### config.mk
export PLATFORM = sky130hd
export DESIGN_NAME = gpio_pwm_port_config
export DESIGN_NICKNAME = d
export VERILOG_FILES = /design/src/include/gpio_port_pkg.sv /design/src/design/gpio_pwm_port_config.sv
export SDC_FILE = /design/constraint.sdc
export NUM_CORES = 1
export LEC_CHECK = 0
export BUFFER_PORTS_ARGS = -buffer_cell sky130_fd_sc_hd__buf_2
export CAP_MARGIN = 20
export CORE_MARGIN = 1
export CORE_UTILIZATION = 47
export DETAILED_ROUTE_END_ITERATION = 12
export PLACE_DENSITY = 0.71
export REMOVE_ABC_BUFFERS = 1
export SYNTH_ARGS = -nofsm -noshare
export SYNTH_HDL_FRONTEND = slang
export SYNTH_SLANG_ARGS = --single-unit
### constraint.sdc
create_clock -name CLK -period 1.9 [get_ports CLK]
set_input_delay 0.19 -clock CLK [delete_from_list [all_inputs] [get_ports CLK]]
set_output_delay 0.19 -clock CLK [all_outputs]
set_load 0.02 [all_outputs]
### src/include/gpio_port_pkg.sv
// Constants and encodings for the five-pin PWM port
package gpio_port_pkg;
  // ----------------------------------------
  // Geometry and clocking
  // ----------------------------------------
  localparam int PIN_COUNT = 5;
  localparam int CLK_HZ = 50_000_000;
  localparam int PWM_FREQ_HZ = 100;
  localparam int PWM_STEPS = 100;
  localparam int SAMPLE_FREQ_HZ = 32;
  localparam int PWM_STEP_CYCLES = CLK_HZ / (PWM_FREQ_HZ * PWM_STEPS);
  localparam int SAMPLE_CYCLES = CLK_HZ / SAMPLE_FREQ_HZ;
  // ----------------------------------------
  // Command packet
  // ----------------------------------------
  localparam logic [7:0] CMD_SET_PIN = 8'h22;
  localparam logic [7:0] REPLY_SET_PIN = 8'h62;
  localparam logic [7:0] REPLY_LEN = 8'h00;
  localparam logic [7:0] LEN_VALUE_ONLY = 8'h02;
  localparam logic [7:0] LEN_VALUE_CFG = 8'h03;
  localparam logic [7:0] LEVEL_LOW = 8'h00;
  localparam logic [7:0] LEVEL_HIGH = 8'h64;
  localparam logic [7:0] FIRST_RESERVED_INDEX = 8'h05;
  // ----------------------------------------
  // Configuration byte fields
  // ----------------------------------------
  localparam int FUNC_BIT = 3;
  localparam int MODE_MSB = 2;
  localparam logic [2:0] MODE_UP_FAST_PULLDN = 3'h0;
  localparam logic [2:0] MODE_FAST_BOTH = 3'h1;
  localparam logic [2:0] MODE_HIZ = 3'h2;
  localparam logic [2:0] MODE_PULLUP_FAST_DN = 3'h3;
  localparam logic [2:0] MODE_SLOW_UP_HIZ = 3'h4;
  localparam logic [2:0] MODE_SLOW_BOTH = 3'h5;
  localparam logic [2:0] MODE_RESERVED = 3'h6;
  localparam logic [2:0] MODE_HIZ_SLOW_DN = 3'h7;
  // ----------------------------------------
  // Factory state, pin 4 leftmost
  // ----------------------------------------
  localparam logic [4:0][3:0] FACTORY_CFG = {4'h2, 4'h2, 4'h2, 4'h3, 4'h2};
  localparam logic [4:0][7:0] FACTORY_LEVEL = {8'h00, 8'h00, 8'h00, 8'h00, 8'h00};
endpackage

### src/design/gpio_pwm_port_config.sv
// Five-pin PWM and input-sampling port configured by command packets
// What this block does
// - Index 0 to 4 selects a pin; index 5 and above touches nothing.
// - Level 0 holds pin low, 100 holds it high, above 100 is invalid.
// - Levels 1 to 99 give a 100 Hz PWM with that high percentage.
// - Length 2 sets level only; length 3 also sets function and drive mode.
// - Modes 000 to 011: push-pull, pull-down, Hi-Z and pull-up variants, fast.
// - Modes 100, 101, 111 are slow variants; 110 is reserved.
// - Function 1 gives the pin to the user, 0 to its default role.
// - Every pin is sampled at 32 Hz regardless of queries.
// - Rising and falling edges between samples are latched per pin.
// - Pins 1 to 4 carry power sense, power, reset and one-wire roles.
// - Store-boot captures pin settings; restore-boot reloads them.
// - An accepted set command answers with type 0x62, no data.
// - Pull-up modes let a switch to ground read 1 open, 0 closed.
// - Status read returns sampled level and falling and rising flags.
module gpio_pwm_port_config #(
  parameter int PWM_STEP = gpio_port_pkg::PWM_STEP_CYCLES,
  parameter int SAMPLE_PERIOD = gpio_port_pkg::SAMPLE_CYCLES
) (
  // Clock and reset
  input wire logic CLK,
  input wire logic RESET,
  // Set command
  input wire logic CMD_VALID,
  input wire logic [7:0] CMD_TYPE,
  input wire logic [7:0] CMD_LEN,
  input wire logic [7:0] CMD_INDEX,
  input wire logic [7:0] CMD_LEVEL,
  input wire logic [7:0] CMD_CFG,
  // Reply
  output logic RPL_VALID,
  output logic [7:0] RPL_TYPE,
  output logic [7:0] RPL_LEN,
  // Status query
  input wire logic QRY_VALID,
  input wire logic [7:0] QRY_INDEX,
  output logic QRY_RESP_VALID,
  output logic [7:0] QRY_RESP_INDEX,
  output logic [2:0] QRY_RESP_FLAGS,
  output logic [7:0] QRY_RESP_LEVEL,
  output logic [3:0] QRY_RESP_CFG,
  // Boot state
  input wire logic STORE_BOOT,
  input wire logic RESTORE_BOOT,
  // Default roles
  input wire logic [gpio_port_pkg::PIN_COUNT-1:0] ROLE_OUT,
  input wire logic [gpio_port_pkg::PIN_COUNT-1:0] ROLE_OE,
  output logic [gpio_port_pkg::PIN_COUNT-1:0] ROLE_IN,
  // Pads
  input wire logic [gpio_port_pkg::PIN_COUNT-1:0] PIN_IN,
  output logic [gpio_port_pkg::PIN_COUNT-1:0] PIN_OUT,
  output logic [gpio_port_pkg::PIN_COUNT-1:0] PIN_OE,
  output logic [gpio_port_pkg::PIN_COUNT-1:0] PIN_PULL_UP,
  output logic [gpio_port_pkg::PIN_COUNT-1:0] PIN_PULL_DN,
  output logic [gpio_port_pkg::PIN_COUNT-1:0] PIN_SLOW
);
  import gpio_port_pkg::*;

  typedef struct packed {
    logic [4:0][7:0] level;
    logic [4:0][3:0] cfg;
    logic [4:0][7:0] boot_level;
    logic [4:0][3:0] boot_cfg;
    logic [4:0] sync1;
    logic [4:0] sync2;
    logic [4:0] sample;
    logic [4:0] rise;
    logic [4:0] fall;
    logic [31:0] step_cnt;
    logic [6:0] phase;
    logic [31:0] samp_cnt;
    logic rpl_valid;
    logic qry_valid;
    logic [7:0] qry_index;
    logic [2:0] qry_flags;
    logic [7:0] qry_level;
    logic [3:0] qry_cfg;
    logic [4:0] pin_out;
    logic [4:0] pin_oe;
    logic [4:0] pin_pu;
    logic [4:0] pin_pd;
    logic [4:0] pin_slow;
  } state_t;

  typedef struct packed {
    logic oe;
    logic out;
    logic pu;
    logic pd;
    logic slow;
  } drive_t;

  state_t st_reg;
  state_t st_next;

  // ----------------------------------------
  // Drive mode decode
  // ----------------------------------------
  function automatic drive_t decode_drive(input logic [2:0] mode, input logic lvl);
    drive_t d;
    d = '0;
    case (mode)
      MODE_UP_FAST_PULLDN: begin
        d.oe = lvl;
        d.out = lvl;
        d.pd = ~lvl;
      end
      MODE_FAST_BOTH: begin
        d.oe = 1'b1;
        d.out = lvl;
      end
      MODE_HIZ: d = '0;
      MODE_PULLUP_FAST_DN: begin
        d.oe = ~lvl;
        d.pu = lvl;
      end
      MODE_SLOW_UP_HIZ: begin
        d.oe = lvl;
        d.out = lvl;
        d.slow = lvl;
      end
      MODE_SLOW_BOTH: begin
        d.oe = 1'b1;
        d.out = lvl;
        d.slow = 1'b1;
      end
      MODE_HIZ_SLOW_DN: begin
        d.oe = ~lvl;
        d.slow = ~lvl;
      end
      default: d = '0;
    endcase
    return d;
  endfunction

  logic cmd_ok;
  logic step_tick;
  logic samp_tick;
  logic [4:0] pwm_on;
  logic [7:0] lvl_new;

  assign cmd_ok = CMD_VALID && (CMD_TYPE == CMD_SET_PIN) && (CMD_INDEX < FIRST_RESERVED_INDEX)
    && (CMD_LEVEL <= LEVEL_HIGH) && (CMD_LEN == LEN_VALUE_ONLY || CMD_LEN == LEN_VALUE_CFG);
  assign step_tick = st_reg.step_cnt == 32'(PWM_STEP - 1);
  assign samp_tick = st_reg.samp_cnt == 32'(SAMPLE_PERIOD - 1);
  assign lvl_new = CMD_LEVEL;

  // ----------------------------------------
  // Next state
  // ----------------------------------------
  always_comb begin
    drive_t d;
    logic lvl;
    int unsigned qi;
    d = '0;
    lvl = 1'b0;
    qi = 0;
    st_next = st_reg;
    st_next.rpl_valid = cmd_ok;
    st_next.qry_valid = 1'b0;
    // PWM time base: 100 steps per period
    st_next.step_cnt = step_tick ? 32'h0 : st_reg.step_cnt + 32'h1;
    if (step_tick) begin
      st_next.phase = (st_reg.phase == 7'(PWM_STEPS - 1)) ? 7'h0 : st_reg.phase + 7'h1;
    end
    // Input sampling
    st_next.sync1 = PIN_IN;
    st_next.sync2 = st_reg.sync1;
    st_next.samp_cnt = samp_tick ? 32'h0 : st_reg.samp_cnt + 32'h1;
    if (samp_tick) begin
      st_next.sample = st_reg.sync2;
    end
    // Query answers old flags then clears; a new edge wins
    if (QRY_VALID && QRY_INDEX < FIRST_RESERVED_INDEX) begin
      qi = int'(QRY_INDEX[2:0]);
      st_next.qry_valid = 1'b1;
      st_next.qry_index = QRY_INDEX;
      st_next.qry_flags = {st_reg.rise[qi], st_reg.fall[qi], st_reg.sample[qi]};
      st_next.qry_level = st_reg.level[qi];
      st_next.qry_cfg = st_reg.cfg[qi];
      st_next.rise[qi] = 1'b0;
      st_next.fall[qi] = 1'b0;
    end
    if (samp_tick) begin
      st_next.rise = st_next.rise | (st_reg.sync2 & ~st_reg.sample);
      st_next.fall = st_next.fall | (~st_reg.sync2 & st_reg.sample);
    end
    // Configuration
    if (cmd_ok) begin
      st_next.level[CMD_INDEX[2:0]] = lvl_new;
      if (CMD_LEN == LEN_VALUE_CFG) begin
        st_next.cfg[CMD_INDEX[2:0]] = CMD_CFG[FUNC_BIT:0];
      end
    end
    if (STORE_BOOT) begin
      st_next.boot_level = st_reg.level;
      st_next.boot_cfg = st_reg.cfg;
    end
    if (RESTORE_BOOT) begin
      st_next.level = st_reg.boot_level;
      st_next.cfg = st_reg.boot_cfg;
    end
    // Pad drive
    for (int i = 0; i < PIN_COUNT; i++) begin
      if (st_reg.cfg[i][FUNC_BIT]) begin
        d = decode_drive(st_reg.cfg[i][MODE_MSB:0], pwm_on[i]);
      end else begin
        // Default role drives the pin itself; mode sets the pulls
        lvl = ROLE_OUT[i];
        d = decode_drive(st_reg.cfg[i][MODE_MSB:0], lvl);
        d.oe = ROLE_OE[i];
        d.out = lvl;
        d.slow = 1'b0;
      end
      st_next.pin_oe[i] = d.oe;
      st_next.pin_out[i] = d.out & d.oe;
      st_next.pin_pu[i] = d.pu;
      st_next.pin_pd[i] = d.pd;
      st_next.pin_slow[i] = d.slow;
    end
    if (RESET) begin
      st_next = '0;
      st_next.level = FACTORY_LEVEL;
      st_next.cfg = FACTORY_CFG;
      st_next.boot_level = FACTORY_LEVEL;
      st_next.boot_cfg = FACTORY_CFG;
    end
  end

  always_comb begin
    for (int i = 0; i < PIN_COUNT; i++) begin
      pwm_on[i] = {1'b0, st_reg.phase} < st_reg.level[i];
    end
  end

  always_ff @(posedge CLK) begin
    st_reg <= st_next;
  end

  assign RPL_VALID = st_reg.rpl_valid;
  assign RPL_TYPE = REPLY_SET_PIN;
  assign RPL_LEN = REPLY_LEN;
  assign QRY_RESP_VALID = st_reg.qry_valid;
  assign QRY_RESP_INDEX = st_reg.qry_index;
  assign QRY_RESP_FLAGS = st_reg.qry_flags;
  assign QRY_RESP_LEVEL = st_reg.qry_level;
  assign QRY_RESP_CFG = st_reg.qry_cfg;
  assign ROLE_IN = st_reg.sample;
  assign PIN_OUT = st_reg.pin_out;
  assign PIN_OE = st_reg.pin_oe;
  assign PIN_PULL_UP = st_reg.pin_pu;
  assign PIN_PULL_DN = st_reg.pin_pd;
  assign PIN_SLOW = st_reg.pin_slow;
endmodule

==> reports/metrics.cfg, run 1 <==
[synthesis]
synth-seq-area-share_pct = 41.62
synth_compound_area_share_pct = 11.08
ys_ff_latch = 266
yosysTopAreaCell = dfxtp_1
synthAdderAreaFrac_pct = 3.227
synth-edff-count = 0
synth_warnings = 0
muxShareOfSynthArea_pct = 9.917
synth_xor_area_share_pct = 3.628
synthTopCellsByArea = dfxtp_1 (42%), mux2i_1 (7.3%), nor2_1 (6.9%), buf_4 (4.1%), ha_1 (3.2%)
synth.most_common_cell = dfxtp_1
synthSimpleGateAreaFrac_pct = 22.09
synth_top_family_by_area = simple AND/OR/NAND/NOR gates
ys_top_cells_by_count = dfxtp_1 (266), nor2_1 (235), mux2i_1 (93)
avgSynthCellArea_um2 = 9.073
synth_area_um2 = 12790
ys.flop_type = dfxtp_1
synth_top_area_share_pct = 41.62
async_reset_ff_share_pct = 0
netlist_instances = 1410
synth_cell_type_count = 62

[final_layout]
largest_register_ffs = 211
postLayoutCellArea_um2 = 15330
syn2layout_area_growth_pct = 19.85
seq_area_um2 = 5334
drive_gt1_share_pct = 23.67
nFillCells = 2301
multi_input_area_um2 = 6664
layout.cells.non_filler = 1921
nNetsFinal = 1665
diodes = 0

[detailed_routing]
vias_per_cell = 5.551
wl_per_cell_um = 16.57
dr.pass1.iters = 8
drt_iter0_drc = 731
vias = 10660
wl_um = 31830
drc = 0
antenna_left = 0

[pwr]
totalPowerFinal_uw = 12290
p_int_uw = 9284
power_density_nw_per_um2 = 801.6
power.share.switching_pct = 24.46
seqPwrFrac_pct = 47.6
comb_power_share_pct = 9.6
p_leak_uw = 0.006316
clkPwrFrac_pct = 42.8
p_switching_uw = 3007
peakVddDrop_uv = 719.0

[floorplanning]
row_count = 60
fp.dieW_um = 167.0
die_h_um = 167.0
io_pins = 140
core_um2 = 26800
start_util_pct = 47.74
dieArea_um2 = 27880

[setup_path]
cp_cell_sequence = or4_4 > nor4_4 > and2_4 > or2_4 > clkbuf_16 > a21oi_1
cp.arrival_ps = 2340
cpLargestDelayFamily = simple AND/OR/NAND/NOR gates
cp_slowest_cell = or4_4
cpPeakStageDelay_ps = 550
cp_max_fo = 8
worstSetupPathType = flip-flop to flip-flop
required_ps = 2320
worst_setup_path_end_kind = flip-flop
cp-start-kind = flip-flop
crit_buf_inv = 1

[grt]
globalRoute.totalOverflow = 0
grt_max_degree = 64
globalRouteTotalUtil_pct = 22.29
antenna_found_initial = 1
grt_pass1_wl_um = 51290
grt_pass1_vias = 10340

[placement]
post-place-ws_ps = -231.3
gp_congestion = 0.8741
io_buffers = 119
place_area_um2 = 14040
hpwlAfterDp_um = 21730
dp.cells = 1856

[sta]
max_slew_margin_pct = 64.33
report.final.slew_viol_count = 0
tightest_slew_ps = 533.8
fin_skew_ps = 19.39
fin_crit_sh_pct = 101.2
timing.final.hold_violations = 0
grt_setup_unrepaired = true
whs_ps = 17.36
max_clock_freq_mhz = 520.3
setup_viol = 14
finalCriticalPeriod_ps = 1922
setup_ws_ps = -21.92

[outcome]
violations = setup timing
status = finished with violations

[clock_tree]
numCtsBuffers = 29
cts_tree = done
insertion_delay_ps = 550
htree_levels = 1
cts_sinks = 266
root_buffer = clkbuf_16
clkTransAtPathRegs_ps = 60
cts_buffer_depth = 3

[hold_path]
hp-class = input port to flip-flop

[run]
maxCapViolations = 0

-- metal layers --
layer	track usage (%)	wire length (um)	vias to the layer above	part of all wire [%]
met3	3.232	1611	74	5.1
met1	29.19	14340	5074	45
met2	36.95	14740	300	46
li1	-	-	5213	-
met4	8.696	1113	2	3.5
met5	0	12	-	0.038
-- what timing repair did --
action	4_1_cts	5_1_grt
gates cloned	0	3
pin swaps	3	16
hold buffers	13	0
buffers inserted	0	1
resized for setup	13	48
endpoints found under the setup margin	52	82
hold endpoints to repair	13	0
-- metrics by stage --
stage / TNS, ps / util (%)
CTS: 0 / 56.37
global route: -2619 / 57.21
finish: -105.2 / 57.21
global placement: -5134 / 52.40
floorplan: -38390 / -
detailed placement: -8153 / 52.40
-- final timing paths --
| path | startpoint | depth (start not counted) | slack, ps | to |
|---|---|---|---|---|
| worst max-delay path | st_reg[115] | 6 | -20 | st_reg[109] |
| worst max register to register | st_reg[115] | 6 | -20 | st_reg[109] |
| worst min-delay path | CMD_CFG[1] | 4 | 20 | st_reg[219] |
| worst min register to register | st_reg[143] | 1 | 440 | st_reg[138] |
-- cells by family (layout without fill, tap and decap cells) --
kind of cell             Yosys count  in the layout
AO/OA/AOI/OAI                    181            181
multiplexers                     108            108
other                              2             16
adder cells (fa/ha/maj)           33             33
flip-flops                       266            266
XOR/XNOR                          53             53
buffers and inverters            208            364
AND/OR/NAND/NOR                  559            559
-- worst reg2reg max path: stages, from the launching register on --
cell	delay [ps]
dfxtp_2	320
or4_4	550
nor4_4	330
and2_4	220
or2_4	170
clkbuf_16	180
a21oi_1	50
-- area by class of cell --
cell class                 instances  area share, %
tap                              341          2.783
multi-input combinational        950          43.46
clock inverter                     9         0.3101
sequential                       266          34.79
inverter                          57          1.395
timing repair buffer             259          11.83
clock buffer                      39          5.434
-- power groups by stage --
stage / combinational (uW) / sequential (uW) / clock (uW)
final: 1180 / 5850 / 5260
after detailed placement: 1100 / 5970 / 0
after global routing: 1280 / 5870 / 5580
after floorplan: 531 / 5970 / 0
after global placement: 1080 / 5970 / 0
after CTS: 1140 / 5850 / 5330
-- cell usage in the layout (no fill, tap or decap), types with 8 or more instances in the layout --
master / synthesis / layout
a2111oi_0: 16 / 13
a211o_1: 9 / 9
a211oi_1: 36 / 34
a21oi_1: 21 / 18
a311oi_1: 9 / 9
and2_1: 16 / 15
and3_1: 11 / 11
and4_1: 9 / 9
buf_12: 0 / 8
buf_2: 10 / 118
buf_4: 70 / 115
clkbuf_16: 0 / 30
clkinv_2: 0 / 8
conb_1: 2 / 16
dfxtp_1: 266 / 259
dlygate4sd3_1: 0 / 13
ha_1: 33 / 32
inv_1: 57 / 56
mux2i_1: 93 / 90
mux4_2: 15 / 15
nand2_1: 74 / 74
nand2b_1: 12 / 12
nand3_1: 35 / 35
nand4_1: 12 / 12
nand4b_1: 8 / 8
nor2_1: 235 / 229
nor2b_1: 20 / 20
nor3_1: 46 / 44
nor4_1: 31 / 24
o21ai_0: 23 / 18
o22ai_1: 12 / 12
xnor2_1: 39 / 39
xor2_1: 14 / 14
No activity file was read; power rests on OpenSTA's default activity.
==> run 2, diff against run 1 <==
PLACE_DENSITY = 0.69   (was 0.71)
==> run 2 against run 1 <==
Net effect: the flow still finishes with violations (setup timing); die area unchanged; sequential cell count stayed put; register-to-register slack about the same; count of clock-buffer cells in the layout stayed put; critical path type unchanged; largest power group unchanged; highest routed layer is now met4.
==> reports/metrics.cfg, run 2 (synthesis results as in run 1) <==
[outcome]
status = finished with violations  ; unchanged
violations = setup timing  ; unchanged

[sta]
fin_crit_sh_pct = 100.6  ; was 101.2%
timing.final.hold_violations = 0  ; unchanged
grt_setup_unrepaired = true  ; unchanged
setup_ws_ps = -12.10  ; was -21.92 ps
max_clock_freq_mhz = 523.0  ; was 520.3 MHz
setup_viol = 3  ; was 14
tightest_slew_ps = 530.5  ; was 533.8 ps
finalCriticalPeriod_ps = 1912  ; was 1922 ps
max_slew_margin_pct = 64.55  ; was 64.33%
report.final.slew_viol_count = 0  ; unchanged
fin_skew_ps = 12.23  ; was 19.39 ps

[final_layout]
drive_gt1_share_pct = 24.26  ; was 23.67%
diodes = 0  ; unchanged
final_common_cell = dfxtp_1  ; unchanged
nNetsFinal = 1672  ; was 1665
mostFrequentLayoutCells = dfxtp_1 (258), nor2_1 (234), buf_2 (118), buf_4 (118), mux2i_1 (90)  ; was dfxtp_1 (259), nor2_1 (229), buf_2 (118)
postLayoutCellArea_um2 = 15550  ; was 15330 um^2
syn2layout_area_growth_pct = 21.58  ; was 19.85%
nFillCells = 2298  ; was 2301
largest_register_ffs = 211  ; unchanged

[detailed_routing]
dr.pass1.iters = 5  ; was 8
vias_per_cell = 5.484  ; was 5.551
drc = 0  ; unchanged
wl_um = 31830  ; about the same
antenna_left = 0  ; unchanged
vias = 10600  ; was 10.66k
drt_iter0_drc = 576  ; was 731
wl_per_cell_um = 16.47  ; was 16.57 um

[setup_path]
cp.arrival_ps = 2330  ; was 2340 ps
worst_setup_path_end_kind = flip-flop  ; unchanged
cp-start-kind = flip-flop  ; unchanged
reg2reg_depth = 7  ; was 6
worstSetupPathType = flip-flop to flip-flop  ; unchanged
reg2reg_from = st_reg[93]  ; was st_reg[115]
required_ps = 2320  ; about the same
reg2reg_slack_ps = -10  ; was -20 ps
cp_max_fo = 16  ; was 8
rr_endpoint = st_reg[116]  ; was st_reg[109]

[floorplanning]
dieArea_um2 = 27880  ; unchanged
die_h_um = 167.0  ; unchanged
start_util_pct = 47.74  ; unchanged
fp.dieW_um = 167.0  ; unchanged
core_um2 = 26800  ; unchanged
io_pins = 140  ; unchanged
row_count = 60  ; unchanged

[pwr]
clkPwrFrac_pct = 44.1  ; was 42.8%
seqPwrFrac_pct = 46.4  ; was 47.6%
power.share.switching_pct = 24.15  ; was 24.46%
comb_power_share_pct = 9.5  ; was 9.6%
peakVddDrop_uv = 631.3  ; was 719.0 uV
power_density_nw_per_um2 = 811.9  ; was 801.6 nW/um^2
p_leak_uw = 0.006424  ; was 0.006316 uW
totalPowerFinal_uw = 12630  ; was 12290 uW
p_switching_uw = 3049  ; was 3007 uW
p_int_uw = 9580  ; was 9284 uW

[clock_tree]
cts_buffer_depth = 3  ; unchanged
cts_tree = done  ; unchanged
cts_setup_buffers = 0  ; unchanged
insertion_delay_ps = 540  ; was 550 ps
htree_levels = 1  ; unchanged
root_buffer = clkbuf_16  ; unchanged
numCtsBuffers = 28  ; was 29
clkTransAtPathRegs_ps = 60  ; about the same
cts_sinks = 266  ; unchanged

[grt]
grt_pass1_wl_um = 51290  ; about the same
grt_pass1_vias = 10260  ; was 10.34k
globalRouteTotalUtil_pct = 22.28  ; was 22.29%
antenna_found_initial = 0  ; was 1
grt_max_degree = 62  ; was 64
globalRoute.totalOverflow = 0  ; unchanged

[placement]
place_area_um2 = 14140  ; was 14040 um^2
gp_congestion = 0.8160  ; was 0.8741
hpwlAfterDp_um = 21940  ; was 21730 um
io_buffers = 119  ; unchanged

[hold_path]
worstHoldStart = CMD_CFG[1]  ; unchanged
hp-class = input port to flip-flop  ; unchanged
hold_depth = 4  ; unchanged
min_to = st_reg[219]  ; unchanged

[run]
maxCapViolations = 0  ; unchanged

==> run 2: metal layers <==
metal / share of wire (%) / track usage, %
met2: 48 / 38.02
met4: 3.2 / 7.810
met1: 45 / 28.86
met3: 4.1 / 2.828
met5: 0 / 0
==> run 2: repair_timing <==
action	in CTS	in global routing
setup endpoints to repair	58	96
hold buffers	15	0
pin swaps	4	19
cloned	0	1
endpoints found under the hold margin	18	0
resized for setup	25	51
==> run 2: layout make-up <==
| type | count | area (um^2) | share of cell area (%) |
|---|---|---|---|
| flip-flops and latches | 266 | 5340 | 34.33 |
| repair buffers | 267 | 1894 | 12.18 |
| inverters | 57 | 214.0 | 1.375 |
| well taps | 341 | 426.7 | 2.743 |
| multi-input cells | 950 | 6731 | 43.28 |
| clock inverters | 12 | 115.1 | 0.7400 |
| clock buffers | 39 | 833.3 | 5.357 |
==> run 2: worst max path at each step <==
stage                start          end  slack, ps
6_report        st_reg[93]  st_reg[116]        -10
4_1_cts         st_reg[94]   st_reg[83]         -3
2_1_floorplan   st_reg[50]   st_reg[52]       -680
3_5_place_dp   CMD_TYPE[4]  st_reg[230]       -280
3_3_place_gp   CMD_TYPE[4]  st_reg[228]       -150
5_1_grt         st_reg[87]    PIN_OE[4]        -80
==> run 2: power by group through the flow <==
stage               registers (uW)  logic [uW]  clock network, uW
floorplan                     5970         531                  0
global placement              5970        1080                  0
detailed placement            5970        1110                  0
CTS                           5850        1150               5660
global route                  5870        1310               5880
finish                        5850        1200               5570
==> run 2: critical path: stages (launching register included) <==
cell	delay (ps)
dfxtp_1	310
or4_4	540
nor4_4	290
buf_4	160
and2_4	150
or2_4	150
buf_12	140
nor2_1	60
==> run 2: metrics by stage <==
step	setup slack [ps]	TNS, ps	cells	util (%)	hold WS (ps)
after floorplan	-675.9	-38390	1273	-	258.9
after global placement	-153.6	-9420	1865	52.75	406.5
after detailed placement	-279.0	-14330	1865	52.75	402.9
after CTS	-3.426	-3.426	1931	57.16	3.779
after global routing	-83.25	-2567	1932	58.04	46.28
final	-12.10	-22.42	1932	58.04	22.69
